`src/sdc_pkg.sv`:
```
package sdc_pkg;
	// timing figures in their own units; cycle counts derived at 40 MHz
	localparam int CLK_PERIOD_PS = 25000;
	localparam int TRP_NS = 20;
	localparam int MODE_LOAD_DELAY_NS = 15;
	localparam int REFRESH_CYCLE_TIME_NS = 72;
	localparam int TRAS_NS = 45;
	localparam int SELF_REFRESH_EXIT_DELAY_NS = 120;
	localparam int SELF_REFRESH_EXIT_DELAY_MIN_CYC = 2;
	localparam int REF_INTERVAL_NS = 15625;
	localparam int TRP_CYC = (TRP_NS * 1000 + CLK_PERIOD_PS - 1) / CLK_PERIOD_PS;
	localparam int MODE_LOAD_DELAY_CYC = (MODE_LOAD_DELAY_NS * 1000 + CLK_PERIOD_PS - 1) / CLK_PERIOD_PS;
	localparam int REFRESH_CYCLE_TIME_CYC = (REFRESH_CYCLE_TIME_NS * 1000 + CLK_PERIOD_PS - 1) / CLK_PERIOD_PS;
	localparam int TRAS_CYC = (TRAS_NS * 1000 + CLK_PERIOD_PS - 1) / CLK_PERIOD_PS;
	localparam int SELF_REFRESH_EXIT_DELAY_RAW = (SELF_REFRESH_EXIT_DELAY_NS * 1000 + CLK_PERIOD_PS - 1) / CLK_PERIOD_PS;
	localparam int SELF_REFRESH_EXIT_DELAY_CYC = (SELF_REFRESH_EXIT_DELAY_RAW < SELF_REFRESH_EXIT_DELAY_MIN_CYC) ? SELF_REFRESH_EXIT_DELAY_MIN_CYC : SELF_REFRESH_EXIT_DELAY_RAW;
	localparam int REF_INTERVAL_CYC = (REF_INTERVAL_NS * 1000) / CLK_PERIOD_PS;
	localparam int TMR_W = 8;

	// command encodings as {ras_n, cas_n, we_n} with chip select low
	localparam logic [2:0] CMD_NOP = 3'h7;
	localparam logic [2:0] CMD_ACT = 3'h3;
	localparam logic [2:0] CMD_RD = 3'h5;
	localparam logic [2:0] CMD_WR = 3'h4;
	localparam logic [2:0] CMD_BT = 3'h6;
	localparam logic [2:0] CMD_PRE = 3'h2;
	localparam logic [2:0] CMD_REF = 3'h1;
	localparam logic [2:0] CMD_LMR = 3'h0;

	localparam int AP_BIT = 10;
	localparam logic [1:0] BA_MR = 2'h0;
	localparam logic [1:0] BA_EMR = 2'h2;

	// mode and extended mode fields
	localparam int MR_IL_BIT = 3;
	localparam int MR_CL_LSB = 4;
	localparam int MR_WB_BIT = 9;
	localparam int EMR_DS_LSB = 5;
	localparam logic [2:0] CL_THREE = 3'h3;
	localparam logic [2:0] PARTIAL_ARRAY_REFRESH_SELECT_ALL = 3'h0;
	localparam logic [2:0] PARTIAL_ARRAY_REFRESH_SELECT_TWO = 3'h1;
	localparam logic [2:0] PARTIAL_ARRAY_REFRESH_SELECT_ONE = 3'h2;
	localparam logic [2:0] PARTIAL_ARRAY_REFRESH_SELECT_HALF = 3'h5;
	localparam logic [2:0] PARTIAL_ARRAY_REFRESH_SELECT_QUARTER = 3'h6;
	localparam logic [11:0] ROW_MASK_FULL = 12'hFFF;
	localparam logic [11:0] ROW_MASK_HALF = 12'h7FF;
	localparam logic [11:0] ROW_MASK_QUARTER = 12'h3FF;
	localparam logic [11:0] MR_RST = 12'h020;
	localparam logic [11:0] EMR_RST = 12'h000;

	// register map
	localparam logic [7:0] REG_CTRL = 8'h00;
	localparam logic [7:0] REG_STATUS = 8'h04;
	localparam logic [7:0] REG_MODE = 8'h08;
	localparam logic [7:0] REG_REFRESH = 8'h0C;
	localparam logic [3:0] REG_ROW_PAGE = 4'h1;
	localparam int ST_BUSY_LSB = 4;
	localparam int ST_PWR_LSB = 8;
	localparam int ST_BURST_BIT = 10;
	localparam int ST_VIOL_LSB = 16;
	localparam int ST_LOST_LSB = 20;
	localparam int ST_PART_BIT = 24;
	localparam int MODE_EMR_LSB = 16;
	localparam logic [15:0] CTRL_RST = 16'(REF_INTERVAL_CYC);

	typedef enum logic [1:0] {PWR_NORMAL, PWR_SELF_REFRESH, PWR_DEEP_DOWN} sdc_pwr_t;
endpackage

```
`src/sdc_device.sv`:
```
// Notes on behaviour
// - chip select high ignores inputs; select with all-high lines is a no-op
// - activate: ras low, bank picks one of four, twelve address lines pick row
// - read/write: cas low, we picks direction, nine-bit column, bit 10 auto precharge
// - opened row stays open until its bank is precharged
// - read mask high floats that lane two clocks later, low drives data
// - write mask high blocks that byte in the same cycle
// - lower mask governs bits 0-7, upper mask bits 8-15
// - we-only-low code is burst terminate with cke high, deep power-down with cke low
// - burst terminate truncates the latest read or write burst
// - precharge closes named bank, or all banks when bit 10 high
// - precharged bank idle only after precharge time; needs fresh activation
// - auto precharge closes the row at burst end for that access only
// - refresh code: auto refresh with cke high, self refresh with cke low
// - mode loads need all banks idle, then a mode-load delay
// - in self refresh only cke matters; stay at least row-active time
// - self refresh covers only the partial-array region
// - deep power-down entered when idle, left on cke high, data lost
// - two extended bits choose full, half or quarter drive strength
// - mode load with bank 1 high, bank 0 low targets extended register
// - partial array: all, banks 0-1, bank 0, half or quarter of bank 0
`timescale 1ns/1ps
module sdc_device
	import sdc_pkg::*;
(
	input wire logic clk_sys_i,
	input wire logic arst_n_i,
	input wire logic cke_i,
	input wire logic cs_n_i,
	input wire logic ras_n_i,
	input wire logic cas_n_i,
	input wire logic we_n_i,
	input wire logic [1:0] ba_i,
	input wire logic [11:0] addr_i,
	input wire logic lower_byte_mask_i,
	input wire logic upper_byte_mask_i,
	input wire logic [15:0] dq_i,
	output logic [15:0] dq_o,
	output logic [1:0] dq_oe_o,
	output logic [1:0] drive_strength_o,
	input wire logic hsel_i,
	input wire logic [31:0] haddr_i,
	input wire logic [1:0] htrans_i,
	input wire logic hwrite_i,
	input wire logic [2:0] hsize_i,
	input wire logic [31:0] hwdata_i,
	input wire logic hready_i,
	output logic [31:0] hrdata_o,
	output logic hreadyout_o,
	output logic hresp_o
);
	sdc_pwr_t pwr;
	logic [2:0] cmd;
	logic live, live_lowcke;
	logic cmd_act, cmd_rd, cmd_wr, cmd_bt, cmd_pre, cmd_ref, cmd_lmr, cmd_sr, cmd_dpd;
	logic [3:0] bank_active, bank_busy;
	logic [11:0] open_row [4];
	logic all_idle, ref_ok, lmr_ok, sr_exit;
	logic [11:0] mr, emr, ref_row, row_mask, sel_row;
	logic [TMR_W-1:0] busy_cnt, sr_cnt;
	logic [15:0] sr_period, osc_cnt;
	logic [1:0] viol;
	logic [3:0] lost;
	logic part_lost;
	logic burst_active, burst_read, burst_ap;
	logic [1:0] burst_bank;
	logic [8:0] burst_start;
	logic [2:0] burst_k;
	logic [3:0] burst_left, bl_len, start_len;
	logic start_rw, cont, proc_valid, proc_read, done_ap, cl3;
	logic [1:0] proc_bank, done_bank, dqm_in, dqm_q;
	logic [8:0] proc_col;
	logic [15:0] lane_rd, rd_d0, rd_d1;
	logic rd_v0, rd_v1;
	logic addr_ok, wr_pend, st_clr;
	logic [7:0] wr_addr;
	logic [31:0] rd_mux;

	function automatic logic [8:0] col_at(input logic [8:0] s, input logic [2:0] k, input logic [2:0] m,
		input logic il);
		logic [2:0] off;
		off = il ? (s[2:0] ^ k) : (s[2:0] + k);
		return {s[8:3], (s[2:0] & ~m) | (off & m)};
	endfunction

	// command decode
	assign cmd = {ras_n_i, cas_n_i, we_n_i};
	assign live = (pwr == PWR_NORMAL) && cke_i && !cs_n_i;
	assign live_lowcke = (pwr == PWR_NORMAL) && !cke_i && !cs_n_i;
	assign cmd_act = live && (cmd == CMD_ACT);
	assign cmd_rd = live && (cmd == CMD_RD);
	assign cmd_wr = live && (cmd == CMD_WR);
	assign cmd_bt = live && (cmd == CMD_BT);
	assign cmd_pre = live && (cmd == CMD_PRE);
	assign cmd_ref = live && (cmd == CMD_REF);
	assign cmd_lmr = live && (cmd == CMD_LMR);
	assign all_idle = (bank_active == 4'h0) && (bank_busy == 4'h0);
	assign cmd_sr = live_lowcke && (cmd == CMD_REF);
	assign cmd_dpd = live_lowcke && (cmd == CMD_BT) && all_idle;
	assign ref_ok = cmd_ref && all_idle;
	assign lmr_ok = cmd_lmr && all_idle;
	assign sr_exit = (pwr == PWR_SELF_REFRESH) && cke_i;
	assign sel_row = open_row[ba_i];
	assign dqm_in = {upper_byte_mask_i, lower_byte_mask_i};
	assign cl3 = (mr[MR_CL_LSB+:3] == CL_THREE);

	// burst sequencing
	always_comb begin
		case (mr[2:0])
			3'h1: bl_len = 4'h2;
			3'h2: bl_len = 4'h4;
			3'h3: bl_len = 4'h8;
			default: bl_len = 4'h1;
		endcase
	end
	assign start_rw = (cmd_rd || cmd_wr) && bank_active[ba_i];
	assign start_len = (cmd_wr && mr[MR_WB_BIT]) ? 4'h1 : bl_len;
	assign cont = burst_active && cke_i && !start_rw && !cmd_bt
		&& !(cmd_pre && (addr_i[AP_BIT] || ba_i == burst_bank));
	assign proc_valid = start_rw || cont;
	assign proc_read = start_rw ? cmd_rd : burst_read;
	assign proc_bank = start_rw ? ba_i : burst_bank;
	assign proc_col = start_rw ? addr_i[8:0]
		: col_at(burst_start, burst_k, 3'(bl_len - 4'h1), mr[MR_IL_BIT]);
	assign done_ap = (start_rw && start_len == 4'h1 && addr_i[AP_BIT])
		|| (cont && burst_left == 4'h1 && burst_ap);
	assign done_bank = start_rw ? ba_i : burst_bank;

	always_ff @(posedge clk_sys_i or negedge arst_n_i) begin
		if (!arst_n_i) begin
			burst_active <= 1'b0;
			burst_read <= 1'b0;
			burst_bank <= 2'h0;
			burst_start <= 9'h000;
			burst_k <= 3'h0;
			burst_left <= 4'h0;
			burst_ap <= 1'b0;
		end else if (start_rw) begin
			burst_active <= (start_len != 4'h1);
			burst_read <= cmd_rd;
			burst_bank <= ba_i;
			burst_start <= addr_i[8:0];
			burst_k <= 3'h1;
			burst_left <= start_len - 4'h1;
			burst_ap <= addr_i[AP_BIT];
		end else if (cont) begin
			burst_k <= burst_k + 3'h1;
			burst_left <= burst_left - 4'h1;
			if (burst_left == 4'h1) begin
				burst_active <= 1'b0;
			end
		end else if (burst_active && cke_i) begin
			burst_active <= 1'b0;
		end
	end

	// byte lanes: array storage, write mask with no latency
	genvar g;
	generate
		for (g = 0; g < 2; g++) begin : gen_lane
			logic [7:0] lane_mem [64];
			always_ff @(posedge clk_sys_i) begin
				if (proc_valid && !proc_read && !dqm_in[g]) begin
					lane_mem[{proc_bank, proc_col[3:0]}] <= dq_i[g*8+:8];
				end
			end
			assign lane_rd[g*8+:8] = lane_mem[{proc_bank, proc_col[3:0]}];
		end
	endgenerate

	// read pipeline, cas latency two or three, mask latency two
	always_ff @(posedge clk_sys_i or negedge arst_n_i) begin
		if (!arst_n_i) begin
			rd_v0 <= 1'b0;
			rd_v1 <= 1'b0;
			rd_d0 <= 16'h0000;
			rd_d1 <= 16'h0000;
			dqm_q <= 2'h3;
			dq_o <= 16'h0000;
			dq_oe_o <= 2'h0;
		end else begin
			rd_v0 <= proc_valid && proc_read;
			rd_d0 <= lane_rd;
			rd_v1 <= rd_v0;
			rd_d1 <= rd_d0;
			dqm_q <= dqm_in;
			dq_o <= cl3 ? rd_d1 : rd_d0;
			dq_oe_o <= {2{cl3 ? rd_v1 : rd_v0}} & ~dqm_q;
		end
	end

	// per-bank state and open row
	generate
		for (g = 0; g < 4; g++) begin : gen_bank
			logic [TMR_W-1:0] trp;
			always_ff @(posedge clk_sys_i or negedge arst_n_i) begin
				if (!arst_n_i) begin
					bank_active[g] <= 1'b0;
					open_row[g] <= 12'h000;
					trp <= '0;
				end else if (cmd_act && ba_i == 2'(g) && !bank_active[g]) begin
					bank_active[g] <= 1'b1;
					open_row[g] <= addr_i;
					trp <= '0;
				end else if ((cmd_pre && (addr_i[AP_BIT] || ba_i == 2'(g)))
					|| (done_ap && done_bank == 2'(g))) begin
					bank_active[g] <= 1'b0;
					trp <= TMR_W'(TRP_CYC);
				end else if (trp != '0) begin
					trp <= trp - 1'b1;
				end
			end
			assign bank_busy[g] = (trp != '0);
		end
	endgenerate

	// mode and extended mode registers
	always_ff @(posedge clk_sys_i or negedge arst_n_i) begin
		if (!arst_n_i) begin
			mr <= MR_RST;
			emr <= EMR_RST;
			drive_strength_o <= EMR_RST[EMR_DS_LSB+:2];
		end else if (lmr_ok && ba_i == BA_MR) begin
			mr <= addr_i;
		end else if (lmr_ok && ba_i == BA_EMR) begin
			emr <= addr_i;
			drive_strength_o <= addr_i[EMR_DS_LSB+:2];
		end
	end

	// power states
	always_ff @(posedge clk_sys_i or negedge arst_n_i) begin
		if (!arst_n_i) begin
			pwr <= PWR_NORMAL;
			sr_cnt <= '0;
		end else begin
			case (pwr)
				PWR_NORMAL: begin
					if (cmd_sr) begin
						pwr <= PWR_SELF_REFRESH;
						sr_cnt <= TMR_W'(TRAS_CYC);
					end else if (cmd_dpd) begin
						pwr <= PWR_DEEP_DOWN;
					end
				end
				PWR_SELF_REFRESH: begin
					if (cke_i) begin
						pwr <= PWR_NORMAL;
					end else if (sr_cnt != '0) begin
						sr_cnt <= sr_cnt - 1'b1;
					end
				end
				PWR_DEEP_DOWN: begin
					if (cke_i) begin
						pwr <= PWR_NORMAL;
					end
				end
				default: pwr <= PWR_NORMAL;
			endcase
		end
	end

	// global wait after mode load, refresh and self refresh exit
	always_ff @(posedge clk_sys_i or negedge arst_n_i) begin
		if (!arst_n_i) begin
			busy_cnt <= '0;
		end else if (sr_exit) begin
			busy_cnt <= TMR_W'(SELF_REFRESH_EXIT_DELAY_CYC);
		end else if (lmr_ok) begin
			busy_cnt <= TMR_W'(MODE_LOAD_DELAY_CYC);
		end else if (ref_ok) begin
			busy_cnt <= TMR_W'(REFRESH_CYCLE_TIME_CYC);
		end else if (busy_cnt != '0) begin
			busy_cnt <= busy_cnt - 1'b1;
		end
	end

	// refresh row counter shared by auto and self refresh
	always_comb begin
		case (emr[2:0])
			PARTIAL_ARRAY_REFRESH_SELECT_HALF: row_mask = ROW_MASK_HALF;
			PARTIAL_ARRAY_REFRESH_SELECT_QUARTER: row_mask = ROW_MASK_QUARTER;
			default: row_mask = ROW_MASK_FULL;
		endcase
	end

	always_ff @(posedge clk_sys_i or negedge arst_n_i) begin
		if (!arst_n_i) begin
			ref_row <= 12'h000;
			osc_cnt <= CTRL_RST;
		end else if (ref_ok) begin
			ref_row <= ref_row + 12'h001;
		end else if (cmd_sr) begin
			osc_cnt <= sr_period;
		end else if (pwr == PWR_SELF_REFRESH && !cke_i) begin
			if (osc_cnt == 16'h0000) begin
				osc_cnt <= sr_period;
				ref_row <= (ref_row + 12'h001) & row_mask;
			end else begin
				osc_cnt <= osc_cnt - 16'h0001;
			end
		end
	end

	// data loss outside the refreshed region, sticky until cleared
	always_ff @(posedge clk_sys_i or negedge arst_n_i) begin
		if (!arst_n_i) begin
			lost <= 4'h0;
			part_lost <= 1'b0;
		end else begin
			if (cmd_dpd) begin
				lost <= 4'hF;
			end else if (cmd_sr) begin
				case (emr[2:0])
					PARTIAL_ARRAY_REFRESH_SELECT_ALL: lost <= lost & ~({4{st_clr}} & hwdata_i[ST_LOST_LSB+:4]);
					PARTIAL_ARRAY_REFRESH_SELECT_TWO: lost <= lost | 4'hC;
					PARTIAL_ARRAY_REFRESH_SELECT_ONE, PARTIAL_ARRAY_REFRESH_SELECT_HALF, PARTIAL_ARRAY_REFRESH_SELECT_QUARTER: lost <= lost | 4'hE;
					default: lost <= lost;
				endcase
			end else if (st_clr) begin
				lost <= lost & ~hwdata_i[ST_LOST_LSB+:4];
			end
			if (cmd_sr && (emr[2:0] == PARTIAL_ARRAY_REFRESH_SELECT_HALF || emr[2:0] == PARTIAL_ARRAY_REFRESH_SELECT_QUARTER)) begin
				part_lost <= 1'b1;
			end else if (cmd_dpd) begin
				part_lost <= 1'b1;
			end else if (st_clr && hwdata_i[ST_PART_BIT]) begin
				part_lost <= 1'b0;
			end
		end
	end

	// sticky protocol and timing faults, set wins over clear
	always_ff @(posedge clk_sys_i or negedge arst_n_i) begin
		if (!arst_n_i) begin
			viol <= 2'h0;
		end else begin
			viol <= (viol & ~({2{st_clr}} & hwdata_i[ST_VIOL_LSB+:2]))
				| {(cmd_act && bank_active[ba_i]) || ((cmd_rd || cmd_wr) && !bank_active[ba_i])
					|| ((cmd_ref || cmd_lmr) && !all_idle) || (live_lowcke && cmd == CMD_BT && !all_idle),
					(live && cmd != CMD_NOP && busy_cnt != '0) || (cmd_act && bank_busy[ba_i])
					|| (sr_exit && sr_cnt != '0)};
		end
	end

	// ahb-lite slave, zero wait states
	assign addr_ok = hsel_i && htrans_i[1] && hready_i;
	assign st_clr = wr_pend && (wr_addr == REG_STATUS);

	always_comb begin
		rd_mux = 32'h0000_0000;
		if (haddr_i[31:8] == 24'h000000) begin
			case (haddr_i[7:0])
				REG_CTRL: rd_mux = {16'h0000, sr_period};
				REG_STATUS: rd_mux = {7'h00, part_lost, lost, 2'h0, viol, 5'h00, burst_active, pwr,
					bank_busy, bank_active};
				REG_MODE: rd_mux = {4'h0, emr, 4'h0, mr};
				REG_REFRESH: rd_mux = {20'h00000, ref_row};
				default: begin
					if (haddr_i[7:4] == REG_ROW_PAGE && haddr_i[1:0] == 2'h0) begin
						rd_mux = {20'h00000, open_row[haddr_i[3:2]]};
					end
				end
			endcase
		end
	end

	always_ff @(posedge clk_sys_i or negedge arst_n_i) begin
		if (!arst_n_i) begin
			wr_pend <= 1'b0;
			wr_addr <= 8'h00;
			hrdata_o <= 32'h0000_0000;
			hreadyout_o <= 1'b1;
			hresp_o <= 1'b0;
		end else begin
			wr_pend <= addr_ok && hwrite_i;
			wr_addr <= (haddr_i[31:8] == 24'h000000) ? haddr_i[7:0] : 8'hFF;
			hreadyout_o <= 1'b1;
			hresp_o <= 1'b0;
			if (addr_ok && !hwrite_i) begin
				hrdata_o <= rd_mux;
			end
		end
	end

	always_ff @(posedge clk_sys_i or negedge arst_n_i) begin
		if (!arst_n_i) begin
			sr_period <= CTRL_RST;
		end else if (wr_pend && wr_addr == REG_CTRL) begin
			sr_period <= hwdata_i[15:0];
		end
	end
endmodule // sdc_device

```
`config.mk`:
```
export PLATFORM = sky130hd
export DESIGN_NAME = sdc_device
export DESIGN_NICKNAME = d
export VERILOG_FILES = /design/src/sdc_pkg.sv /design/src/sdc_device.sv
export SDC_FILE = /design/constraint.sdc
export NUM_CORES = 1
export LEC_CHECK = 0
export BUFFER_PORTS_ARGS = -buffer_cell sky130_fd_sc_hd__buf_2
export CORE_UTILIZATION = 56
export CTS_BUF_LIST = sky130_fd_sc_hd__clkbuf_4 sky130_fd_sc_hd__clkbuf_8
export DETAILED_ROUTE_END_ITERATION = 8
export PLACE_DENSITY = 0.69
export SLEW_MARGIN = 10
export SYNTH_ARGS = -nofsm -noshare
export SYNTH_HDL_FRONTEND = slang
export SYNTH_SLANG_ARGS = --single-unit
```
`constraint.sdc`:
```
create_clock -name clk_sys_i -period 10.69 [get_ports clk_sys_i]
set_clock_uncertainty 0.15 [all_clocks]
set_input_delay 3.207 -clock clk_sys_i [delete_from_list [all_inputs] [get_ports clk_sys_i]]
set_output_delay 3.207 -clock clk_sys_i [all_outputs]
set_load 0.005 [all_outputs]
```
==> results of run 1 <==
-- critical path: stages --
cell,delay (ns)
sky130_fd_sc_hd__buf_2,0.23
sky130_fd_sc_hd__and3b_1,0.36
sky130_fd_sc_hd__nand3_2,0.44
sky130_fd_sc_hd__nor2_1,0.37
sky130_fd_sc_hd__a21o_1,0.47
sky130_fd_sc_hd__buf_4,0.42
sky130_fd_sc_hd__nor2_4,0.09
sky130_fd_sc_hd__buf_4,0.23
sky130_fd_sc_hd__a22o_1,0.20
sky130_fd_sc_hd__o41ai_1,0.92
sky130_fd_sc_hd__o2111ai_1,0.47
sky130_fd_sc_hd__or4_1,0.53
-- flip-flops by register name, summed over array words and instances, names as in the netlist, 11 cells and up --
signal             flops
ref_row               12
gen_lane.lane_mem   1024
gen_bank.trp          32
hrdata_o              28
mr                    12
osc_cnt               16
sr_period             16
open_row              48
emr                   11
dq_o                  16
rd_d1                 16
rd_d0                 16
-- layout make-up --
cell class / count / area [um^2] / area share [%]
flip-flops and latches: 1308 / 37900 / 64.2
clock buffers: 294 / 3580 / 6.07
inverters: 32 / 120 / 0.204
diodes: 6 / 15.0 / 0.0254
repair buffers: 213 / 1350 / 2.29
clock inverters: 63 / 522 / 0.884
multi-input cells: 2190 / 14000 / 23.7
well taps: 1254 / 1570 / 2.66
-- path summary, 6_finish.rpt --
| kind | end | startpoint |
|---|---|---|
| setup / recovery | rd_d0[5] | cke_i |
| hold / removal | rd_d1[10] | rd_d0[10] |
| setup reg to reg | rd_d0[5] | burst_start[0] |
| hold reg to reg | rd_d1[10] | rd_d0[10] |
| max in group asynchronous | rd_d0[0] | arst_n_i |
| min in group asynchronous | osc_cnt[2] | arst_n_i |
-- per-stage QoR --
step	cells	util (%)	setup WS [ns]	power [mW]	hold slack [ns]
after CTS	5352	63.2	3.55	13.0	0.219
after detailed placement	4995	58.8	2.62	8.84	0.208
final	5360	63.2	3.30	13.0	0.217
after global routing	5359	63.2	3.28	13.5	0.234
after global placement	4995	58.8	2.66	8.78	0.207
after floorplan	3756	-	4.06	7.67	0.199
-- logic make-up after synthesis --
| group | share of synthesized area (%) |
|---|---|
| xor+xnor | 0.830 |
| compound gates | 9.21 |
| other cells | 0.0142 |
| simple gates | 8.75 |
| fa+ha+maj | 0.607 |
| buf+inv | 2.04 |
| flops | 71.8 |
| mux | 6.79 |
-- cell usage in the layout (no fill, tap or decap), types with 26 or more instances in the layout --
| cell | netlist | final |
|---|---|---|
| sky130_fd_sc_hd__o31ai_1 | 38 | 35 |
| sky130_fd_sc_hd__edfxtp_1 | 1024 | 1024 |
| sky130_fd_sc_hd__nand2_1 | 561 | 556 |
| sky130_fd_sc_hd__mux2i_1 | 188 | 187 |
| sky130_fd_sc_hd__clkbuf_8 | 0 | 220 |
| sky130_fd_sc_hd__inv_1 | 32 | 32 |
| sky130_fd_sc_hd__nor2_1 | 227 | 225 |
| sky130_fd_sc_hd__o22ai_1 | 91 | 91 |
| sky130_fd_sc_hd__buf_2 | 46 | 143 |
| sky130_fd_sc_hd__clkinv_1 | 0 | 26 |
| sky130_fd_sc_hd__a221oi_1 | 36 | 36 |
| sky130_fd_sc_hd__nand3_1 | 42 | 41 |
| sky130_fd_sc_hd__xnor2_1 | 32 | 32 |
| sky130_fd_sc_hd__nor3_1 | 74 | 74 |
| sky130_fd_sc_hd__o21ai_0 | 67 | 67 |
| sky130_fd_sc_hd__clkbuf_4 | 0 | 74 |
| sky130_fd_sc_hd__buf_4 | 10 | 61 |
| sky130_fd_sc_hd__dfrtp_1 | 271 | 271 |
| sky130_fd_sc_hd__a22o_1 | 98 | 98 |
| sky130_fd_sc_hd__a21oi_1 | 266 | 265 |
| sky130_fd_sc_hd__mux2_2 | 80 | 80 |
-- power breakdown --
part / total (mW) / switching [mW] / internal (mW)
combinational: 2.85 / 1.93 / 0.919
clock: 4.22 / 1.90 / 2.32
sequential: 5.94 / 0.188 / 5.75
-- layer usage --
metal  share of wire, %  routed length (um)  up-vias  GRT usage [%]
li1                   -                   -    14586              -
met3                9.1               12200      266           5.25
met1                 40               54500    16488           39.4
met4                3.5                4670        6           11.6
met5              0.025                  34        -              0
met2                 47               63200     1608           44.1
-- Yosys cell counts (all sizes together) (38+ instances only) --
library cell / n / share of area [%]
o31ai: 38 / 0.54
o21ai: 73 / 0.69
o22ai: 91 / 1.1
nor3: 75 / 0.72
mux2: 103 / 2.2
nand3: 42 / 0.40
buf: 78 / 0.76
mux2i: 188 / 3.6
a21oi: 267 / 2.5
clkbuf: 148 / 1.1
edfxtp: 1024 / 58
a22o: 98 / 1.6
dfrtp: 271 / 13
nor2: 229 / 1.6
nand2: 564 / 4.0
==> summary.txt, run 1 <==
Worst setup path
  – Startpoint types: input port
  – Category of the most critical setup path: input port to flip-flop
  – Required time at the worst-slack endpoint: ~11 ns
  – Path depth of the worst reg2reg path: 14
  – Crit path capture type: flip-flop
  – Crit path DAT: approximately 8 ns
  – Max FO, Critical Path: 17
  – Setup slack of the worst register-to-register path: 4.91 ns

Drt
  – Wirelength, routed: 135000 um
  – Routed wire length per instance: 25.1 um
  – DR vias/cell: a little over 6
  – Number of nets still failing antenna checks after routing: 0
  – Number of iterations in the first detailed-routing pass: 6
  – Initial detailed-routing violation count: 3595
  – Vias: around 33000
  – Residual DRC: 0

STA
  – Worst max-slew margin expressed relative to the limit: between 10% and 20%
  – Transition time at the pin with the least slew margin: 1.32 ns
  – Unrepaired setup endpoints after global routing: no
  – Total negative slack for setup checks: 0 ns
  – Final Hold Vio Count: 0
  – Maximum clock rate: 135 MHz
  – Slew Limit Fails: 0
  – Tmin final: around 7.4 ns
  – Final count of negative-setup-slack endpoints: 0
  – Share of the clock period used by the worst path after layout: 69.1%

Global route
  – Pin count of the biggest net entering global routing: 162
  – Initial antenna violation count: 4
  – GRT Residual Overflow: 0
  – Global-route wire length before repair: 199000 um
  – Via count of the first global-routing pass: 31675
  – GR Util All Layers: roughly 28%

Clock network
  – Post-cts hold buffer count: 0
  – Worst-path clk slew: 0.06 ns
  – Number of setup buffers added after CTS: 0
  – Num Clock Sinks: ~1300
  – Htree depth: 4
  – Library cell used as clock root buffer: sky130_fd_sc_hd__clkbuf_8
  – Clock insertion delay at the later pin of the skew report: 0.86 ns
  – Worst-case clock buffer depth: 3
  – Number of clock buffers inserted by TritonCTS: 201
  – CTS tree: done
  – PostCTS Resize Cnt: 0

Yosys
  – Netlist area before placement: 0.0528 mm^2
  – Flops & latches, synth: 1308
  – Ys async rst share: between 20% and 30%
  – Number of warnings issued by yosys: 0
  – Synth unique cells: 83
  – Prevailing post-synth register cell: sky130_fd_sc_hd__edfxtp_1
  – Fraction of the yosys area taken by sequential cells: 71.8%
  – Number of cells produced by synthesis: 3752
  – Number of enable flip-flop cells after synthesis: about 1000
  – Mean Syn Cell Area: 14.1 um^2

Power
  – Power per standard cell area: 220 mW/mm^2
  – Leakage Power: 22.2 nW
  – Max VDD drop: 0.153 mV

Floorplanning
  – Starting density of the core: between 50% and 60%
  – I/O pin count: 165
  – X dimension of the die: approximately 300 um
  – Die boundary height: 309 um
  – Area of the core region: 0.0933 mm^2
  – Number of rows in the core area: 112
  – Total die area: 0.0955 mm^2

Cells and area
  – Number of nets at the end of the flow: 4082
  – Area delta synth->final: 11.8%
  – Area of all placed cells without fillers: around 0.06 mm^2
  – Number of filler cells placed in the layout: 6874
  – Share of final-layout standard cells stronger than drive strength 1: roughly 17%

Worst hold path
  – Min-Delay Path Depth: 0
  – Hold Crit Class: flip-flop to flip-flop

Placed design
  – Weighted congestion at the end of routability-driven global placement: 0.842
  – Post-detailed-placement cell area: roughly 0.055 mm^2
  – Buffers on Ports: 145
  – Detailed placement HPWL: 79900 um

Status
  – Status: completed

Job
  – Max-Cap Viols: 0
Note: power is estimated with default switching activity, not from simulation.
==> run 2, diff against run 1 <==
--- a/config.mk
+++ b/config.mk
@@ -5,11 +5,12 @@
 export SDC_FILE = /design/constraint.sdc
 export NUM_CORES = 1
 export LEC_CHECK = 0
+export ABC_AREA = 1
 export BUFFER_PORTS_ARGS = -buffer_cell sky130_fd_sc_hd__buf_2
 export CORE_UTILIZATION = 56
 export CTS_BUF_LIST = sky130_fd_sc_hd__clkbuf_4 sky130_fd_sc_hd__clkbuf_8
 export DETAILED_ROUTE_END_ITERATION = 8
-export PLACE_DENSITY = 0.69
+export PLACE_DENSITY = 0.72
 export SLEW_MARGIN = 10
 export SYNTH_ARGS = -nofsm -noshare
 export SYNTH_HDL_FRONTEND = slang
==> constraint.sdc (replaced) <==
create_clock -name clk_sys_i -period 6.6 [get_ports clk_sys_i]
set_clock_uncertainty 0.15 [all_clocks]
set_input_delay 1.98 -clock clk_sys_i [delete_from_list [all_inputs] [get_ports clk_sys_i]]
set_output_delay 1.98 -clock clk_sys_i [all_outputs]
set_load 0.005 [all_outputs]
==> run 2 against run 1 <==
Net effect:
- worst setup slack got worse by 1.8 ns
- synthesized area is 8.6% higher
- routed wire length grew 5.3%
- first-iteration DRC count is 22% higher
- critical path depth up 2
- global-route usage is 0.46 points lower
- cell area rose by 8.5%
- non-clock buffer count increased by 92
- synthesized cell count increased by 56%
- flip-flop and latch count unchanged
- final cell count up 42%
- critical endpoint is now gen_lane[0].lane_mem[29][3]
==> summary.txt, run 2 <==
Worst setup path
  – Cell Chain, Critical Path: buf_2 -> nand2_1 -> nor2_4 -> inv_2 -> a21oi_4 -> nand2_2 -> inv_1 -> or2_2 -> o21ai_2 -> inv_2 -> nand2_1 -> nor2_2 -> inv_2 -> nor3_1 (was buf_2 -> and3b_1 -> nand3_2 -> nor2_1 -> a21o_1 -> buf_4 -> nor2_4 -> buf_4 -> a22o_1 -> o41ai_1 -> o2111ai_1 -> or4_1)
  – Number of buffers and inverters on the critical path: 5 (was 3)
  – Delay-heaviest family, CP: simple AND/OR/NAND/NOR gates (was compound AO/OA/AOI/OAI gates)
  – Max FO, Critical Path: 18 (was 17)
  – Required time at the worst-slack endpoint: 6.91 ns (was 11.27 ns)
  – Crit path DAT: 5.45 ns (was 7.97 ns)
  – Standard cell with the maximum stage delay on the critical path: sky130_fd_sc_hd__nor3_1 (was sky130_fd_sc_hd__o41ai_1)
  – Critical Path Max Stage Delay: 1.04 ns (was 0.92 ns)
  – Startpoint types: input port (unchanged)
  – Dominant cell type by count on the critical path: sky130_fd_sc_hd__inv_2 (was sky130_fd_sc_hd__buf_4)
  – Category of the most critical setup path: input port to flip-flop (unchanged)
  – Crit path capture type: flip-flop (unchanged)

Clock network
  – Htree depth: 4 (unchanged)
  – Number of setup buffers added after CTS: 0 (unchanged)
  – Library cell used as clock root buffer: sky130_fd_sc_hd__clkbuf_8 (unchanged)
  – Number of clock buffers inserted by TritonCTS: 203 (was 201)
  – CTS tree: done (unchanged)
  – Num Clock Sinks: 1308 (unchanged)
  – Clock insertion delay at the later pin of the skew report: 0.89 ns (was 0.86 ns)
  – Worst-path clk slew: 0.06 ns (about the same)
  – PostCTS Resize Cnt: 0 (unchanged)
  – Post-cts hold buffer count: 0 (unchanged)
  – Worst-case clock buffer depth: 3 (unchanged)

Cells and area
  – Share of final-layout standard cells stronger than drive strength 1: 12.2% (was 17.0%)
  – Number of nets at the end of the flow: 6233 (was 4082)
  – Area delta synth->final: 11.7% (was 11.8%)
  – Commonest non-fill, non-tap cell in the layout: sky130_fd_sc_hd__nand2_1 (was sky130_fd_sc_hd__edfxtp_1)
  – Highest-count cells in the layout ignoring fill and taps: sky130_fd_sc_hd__nand2_1 (3120), sky130_fd_sc_hd__edfxtp_1 (1024), sky130_fd_sc_hd__dfrtp_1 (271) (was sky130_fd_sc_hd__edfxtp_1 (1024), sky130_fd_sc_hd__nand2_1 (556), sky130_fd_sc_hd__dfrtp_1 (271))
  – Flip-flop count of the largest register, all copies and words added: 1024 (unchanged)

Power
  – Max VDD drop: 0.318 mV (was 0.153 mV)
  – Power per standard cell area: 382 mW/mm^2 (was 220 mW/mm^2)
  – Power share of the sequential group: 39.4% (was 45.7%)
  – Portion of total power attributed to combinational logic: 32.6% (was 21.9%)
  – Clk network pwr share: 28.0% (was 32.4%)
  – Design internal power: 15.2 mW (was 8.99 mW)
  – Proportion of total power due to net switching: 37.7% (was 30.9%)
  – Switching power of the nets: 9.22 mW (was 4.02 mW)
  – Leakage Power: 28.0 nW (was 22.2 nW)

Yosys
  – Number of cells produced by synthesis: 5871 (was 3752)
  – Prevailing post-synth register cell: sky130_fd_sc_hd__edfxtp_1 (unchanged)
  – Cell accounting for the most synthesized area: sky130_fd_sc_hd__edfxtp_1 (unchanged)
  – Ys async rst share: 21.7% (unchanged)
  – Top area cells in the synthesized netlist: sky130_fd_sc_hd__edfxtp_1 (54%), sky130_fd_sc_hd__nand2_1 (20%), sky130_fd_sc_hd__dfrtp_1 (12%) (was sky130_fd_sc_hd__edfxtp_1 (58%), sky130_fd_sc_hd__dfrtp_1 (13%), sky130_fd_sc_hd__nand2_1 (4.0%))
  – Cell with the most instances after synthesis: sky130_fd_sc_hd__nand2_1 (was sky130_fd_sc_hd__edfxtp_1)
  – Mean Syn Cell Area: 9.76 um^2 (was 14.1 um^2)
  – Number of warnings issued by yosys: 0 (unchanged)
  – Flops & latches, synth: 1308 (unchanged)
  – Synth unique cells: 55 (was 83)
  – Area share of the largest cell type after synthesis: 53.7% (was 58.3%)
  – Number of enable flip-flop cells after synthesis: 1024 (unchanged)
  – Netlist area before placement: 0.0573 mm^2 (was 0.0528 mm^2)
  – Fraction of the yosys area taken by sequential cells: 66.1% (was 71.8%)
  – Most common library cells after synthesis: sky130_fd_sc_hd__nand2_1 (3121), sky130_fd_sc_hd__edfxtp_1 (1024), sky130_fd_sc_hd__dfrtp_1 (271) (was sky130_fd_sc_hd__edfxtp_1 (1024), sky130_fd_sc_hd__nand2_1 (561), sky130_fd_sc_hd__dfrtp_1 (271))

Status
  – Status: completed (unchanged)

Drt
  – Number of nets still failing antenna checks after routing: 0 (unchanged)
  – DR vias/cell: 5.37 (was 6.15)
  – Initial detailed-routing violation count: 4391 (was 3595)
  – Residual DRC: 0 (unchanged)
  – Number of iterations in the first detailed-routing pass: 8 (was 6)
  – Routed wire length per instance: 18.6 um (was 25.1 um)
  – Wirelength, routed: 142000 um (was 135000 um)
  – Vias: 40941 (was 32954)

Worst hold path
  – Hold Crit Class: flip-flop to flip-flop (unchanged)

STA
  – Post-layout worst setup margin: 1.46 ns (was 3.30 ns)
  – Final count of negative-setup-slack endpoints: 0 (unchanged)
  – Share of the clock period used by the worst path after layout: 77.9%
  – Worst max-slew margin expressed relative to the limit: 15.5% (was 12.2%)
  – Slew Limit Fails: 0 (unchanged)
  – Tmin final: 5.14 ns
  – Total negative slack for setup checks: 0 ns (unchanged)
  – Final Hold Vio Count: 0 (unchanged)
  – Transition time at the pin with the least slew margin: 1.26 ns (was 1.32 ns)
  – Maximum clock rate: 194 MHz
  – Unrepaired setup endpoints after global routing: no (unchanged)

Floorplanning
  – Starting density of the core: 56.9% (was 56.5%)
  – Total die area: 0.104 mm^2 (was 0.0955 mm^2)
  – X dimension of the die: 322 um (was 309 um)
  – Number of rows in the core area: 116 (was 112)
  – I/O pin count: 165 (unchanged)
  – Die boundary height: 322 um (was 309 um)
  – Area of the core region: 0.101 mm^2 (was 0.0933 mm^2)

Placed design
  – Place WS: 0.622 ns (was 2.62 ns)
  – Detailed placement HPWL: 83600 um (was 79900 um)
  – Buffers on Ports: 145 (unchanged)
  – Weighted congestion at the end of routability-driven global placement: 0.908 (was 0.842)

Global route
  – GR Util All Layers: 27.8% (was 28.3%)
  – Pin count of the biggest net entering global routing: 169 (was 162)
  – Initial antenna violation count: 5 (was 4)
  – Global-route wire length before repair: 221000 um (was 199000 um)
  – GRT Residual Overflow: 0 (unchanged)
  – Via count of the first global-routing pass: 39512 (was 31675)

Job
  – Max-Cap Viols: 0 (unchanged)
## run 2: layer usage
metal  vias up  wire length [um]  global-route usage (%)
met4         8              4010                    9.81
met1     19266             58200                    38.0
li1      19686                 -                       -
met5         -                50                       0
met2      1719             67700                    45.1
met3       262             11700                    4.66
## run 2: logic make-up (layout without fill, tap and decap cells)
| family | Yosys count | in the layout | synth area share (%) |
|---|---|---|---|
| multiplexers | 33 | 33 | 0.646 |
| XOR/XNOR | 45 | 45 | 0.688 |
| AO/OA/AOI/OAI | 326 | 326 | 3.35 |
| flip-flops | 1308 | 1308 | 66.1 |
| adder cells (fa/ha/maj) | 25 | 25 | 0.559 |
| other | 2 | 7 | 0.0131 |
| buffers and inverters | 498 | 896 | 3.75 |
| AND/OR/NAND/NOR | 3634 | 3634 | 24.9 |
## run 2: through the flow
step                      power [mW]  utilization [%]  cells  hold slack (ns)  area, um^2
final                           24.4             63.6   7631            0.215       64000
after global routing            25.9             63.6   7631            0.233       64000
after CTS                       24.4             63.5   7630            0.226       64000
after detailed placement        17.6             59.4   7249            0.213       59800
after global placement          17.5             59.4   7249            0.204       59800
after floorplan                 15.2                -   5875            0.199       57300
## run 2: worst paths after layout
path / from / end / slack [ns] / cells past startpoint
worst max-delay path: cke_i / gen_lane[0].lane_mem[29][3] / 1.46 / 14
worst min-delay path: rd_d0[12] / rd_d1[12] / 0.21 / 0
worst max register to register: pwr[1] / gen_lane[0].lane_mem[29][3] / 1.98 / 15
worst min register to register: rd_d0[12] / rd_d1[12] / 0.21 / 0
max in group asynchronous: arst_n_i / dq_o[8] / 4.05 / 2
min in group asynchronous: arst_n_i / wr_addr[7] / 0.94 / 1
## run 2: layout make-up
| type | count | area (um^2) |
|---|---|---|
| multi-input combinational | 4069 | 17400 |
| fill | 8043 | 36700 |
| inverter | 210 | 796 |
| clock inverter | 83 | 507 |
| timing repair buffer | 305 | 2090 |
| sequential | 1308 | 37900 |
| antenna | 1 | 2.50 |
| clock buffer | 298 | 3670 |
| tap | 1357 | 1700 |
## run 2: power by group through the flow
stage               registers [mW]  logic [mW]  clock network (mW)
floorplan                     9.69        5.54                   0
global placement              9.76        7.72                   0
detailed placement            9.78        7.86                   0
CTS                           9.62        7.90                6.93
global route                  9.66        8.89                7.31
finish                        9.62        7.97                6.85
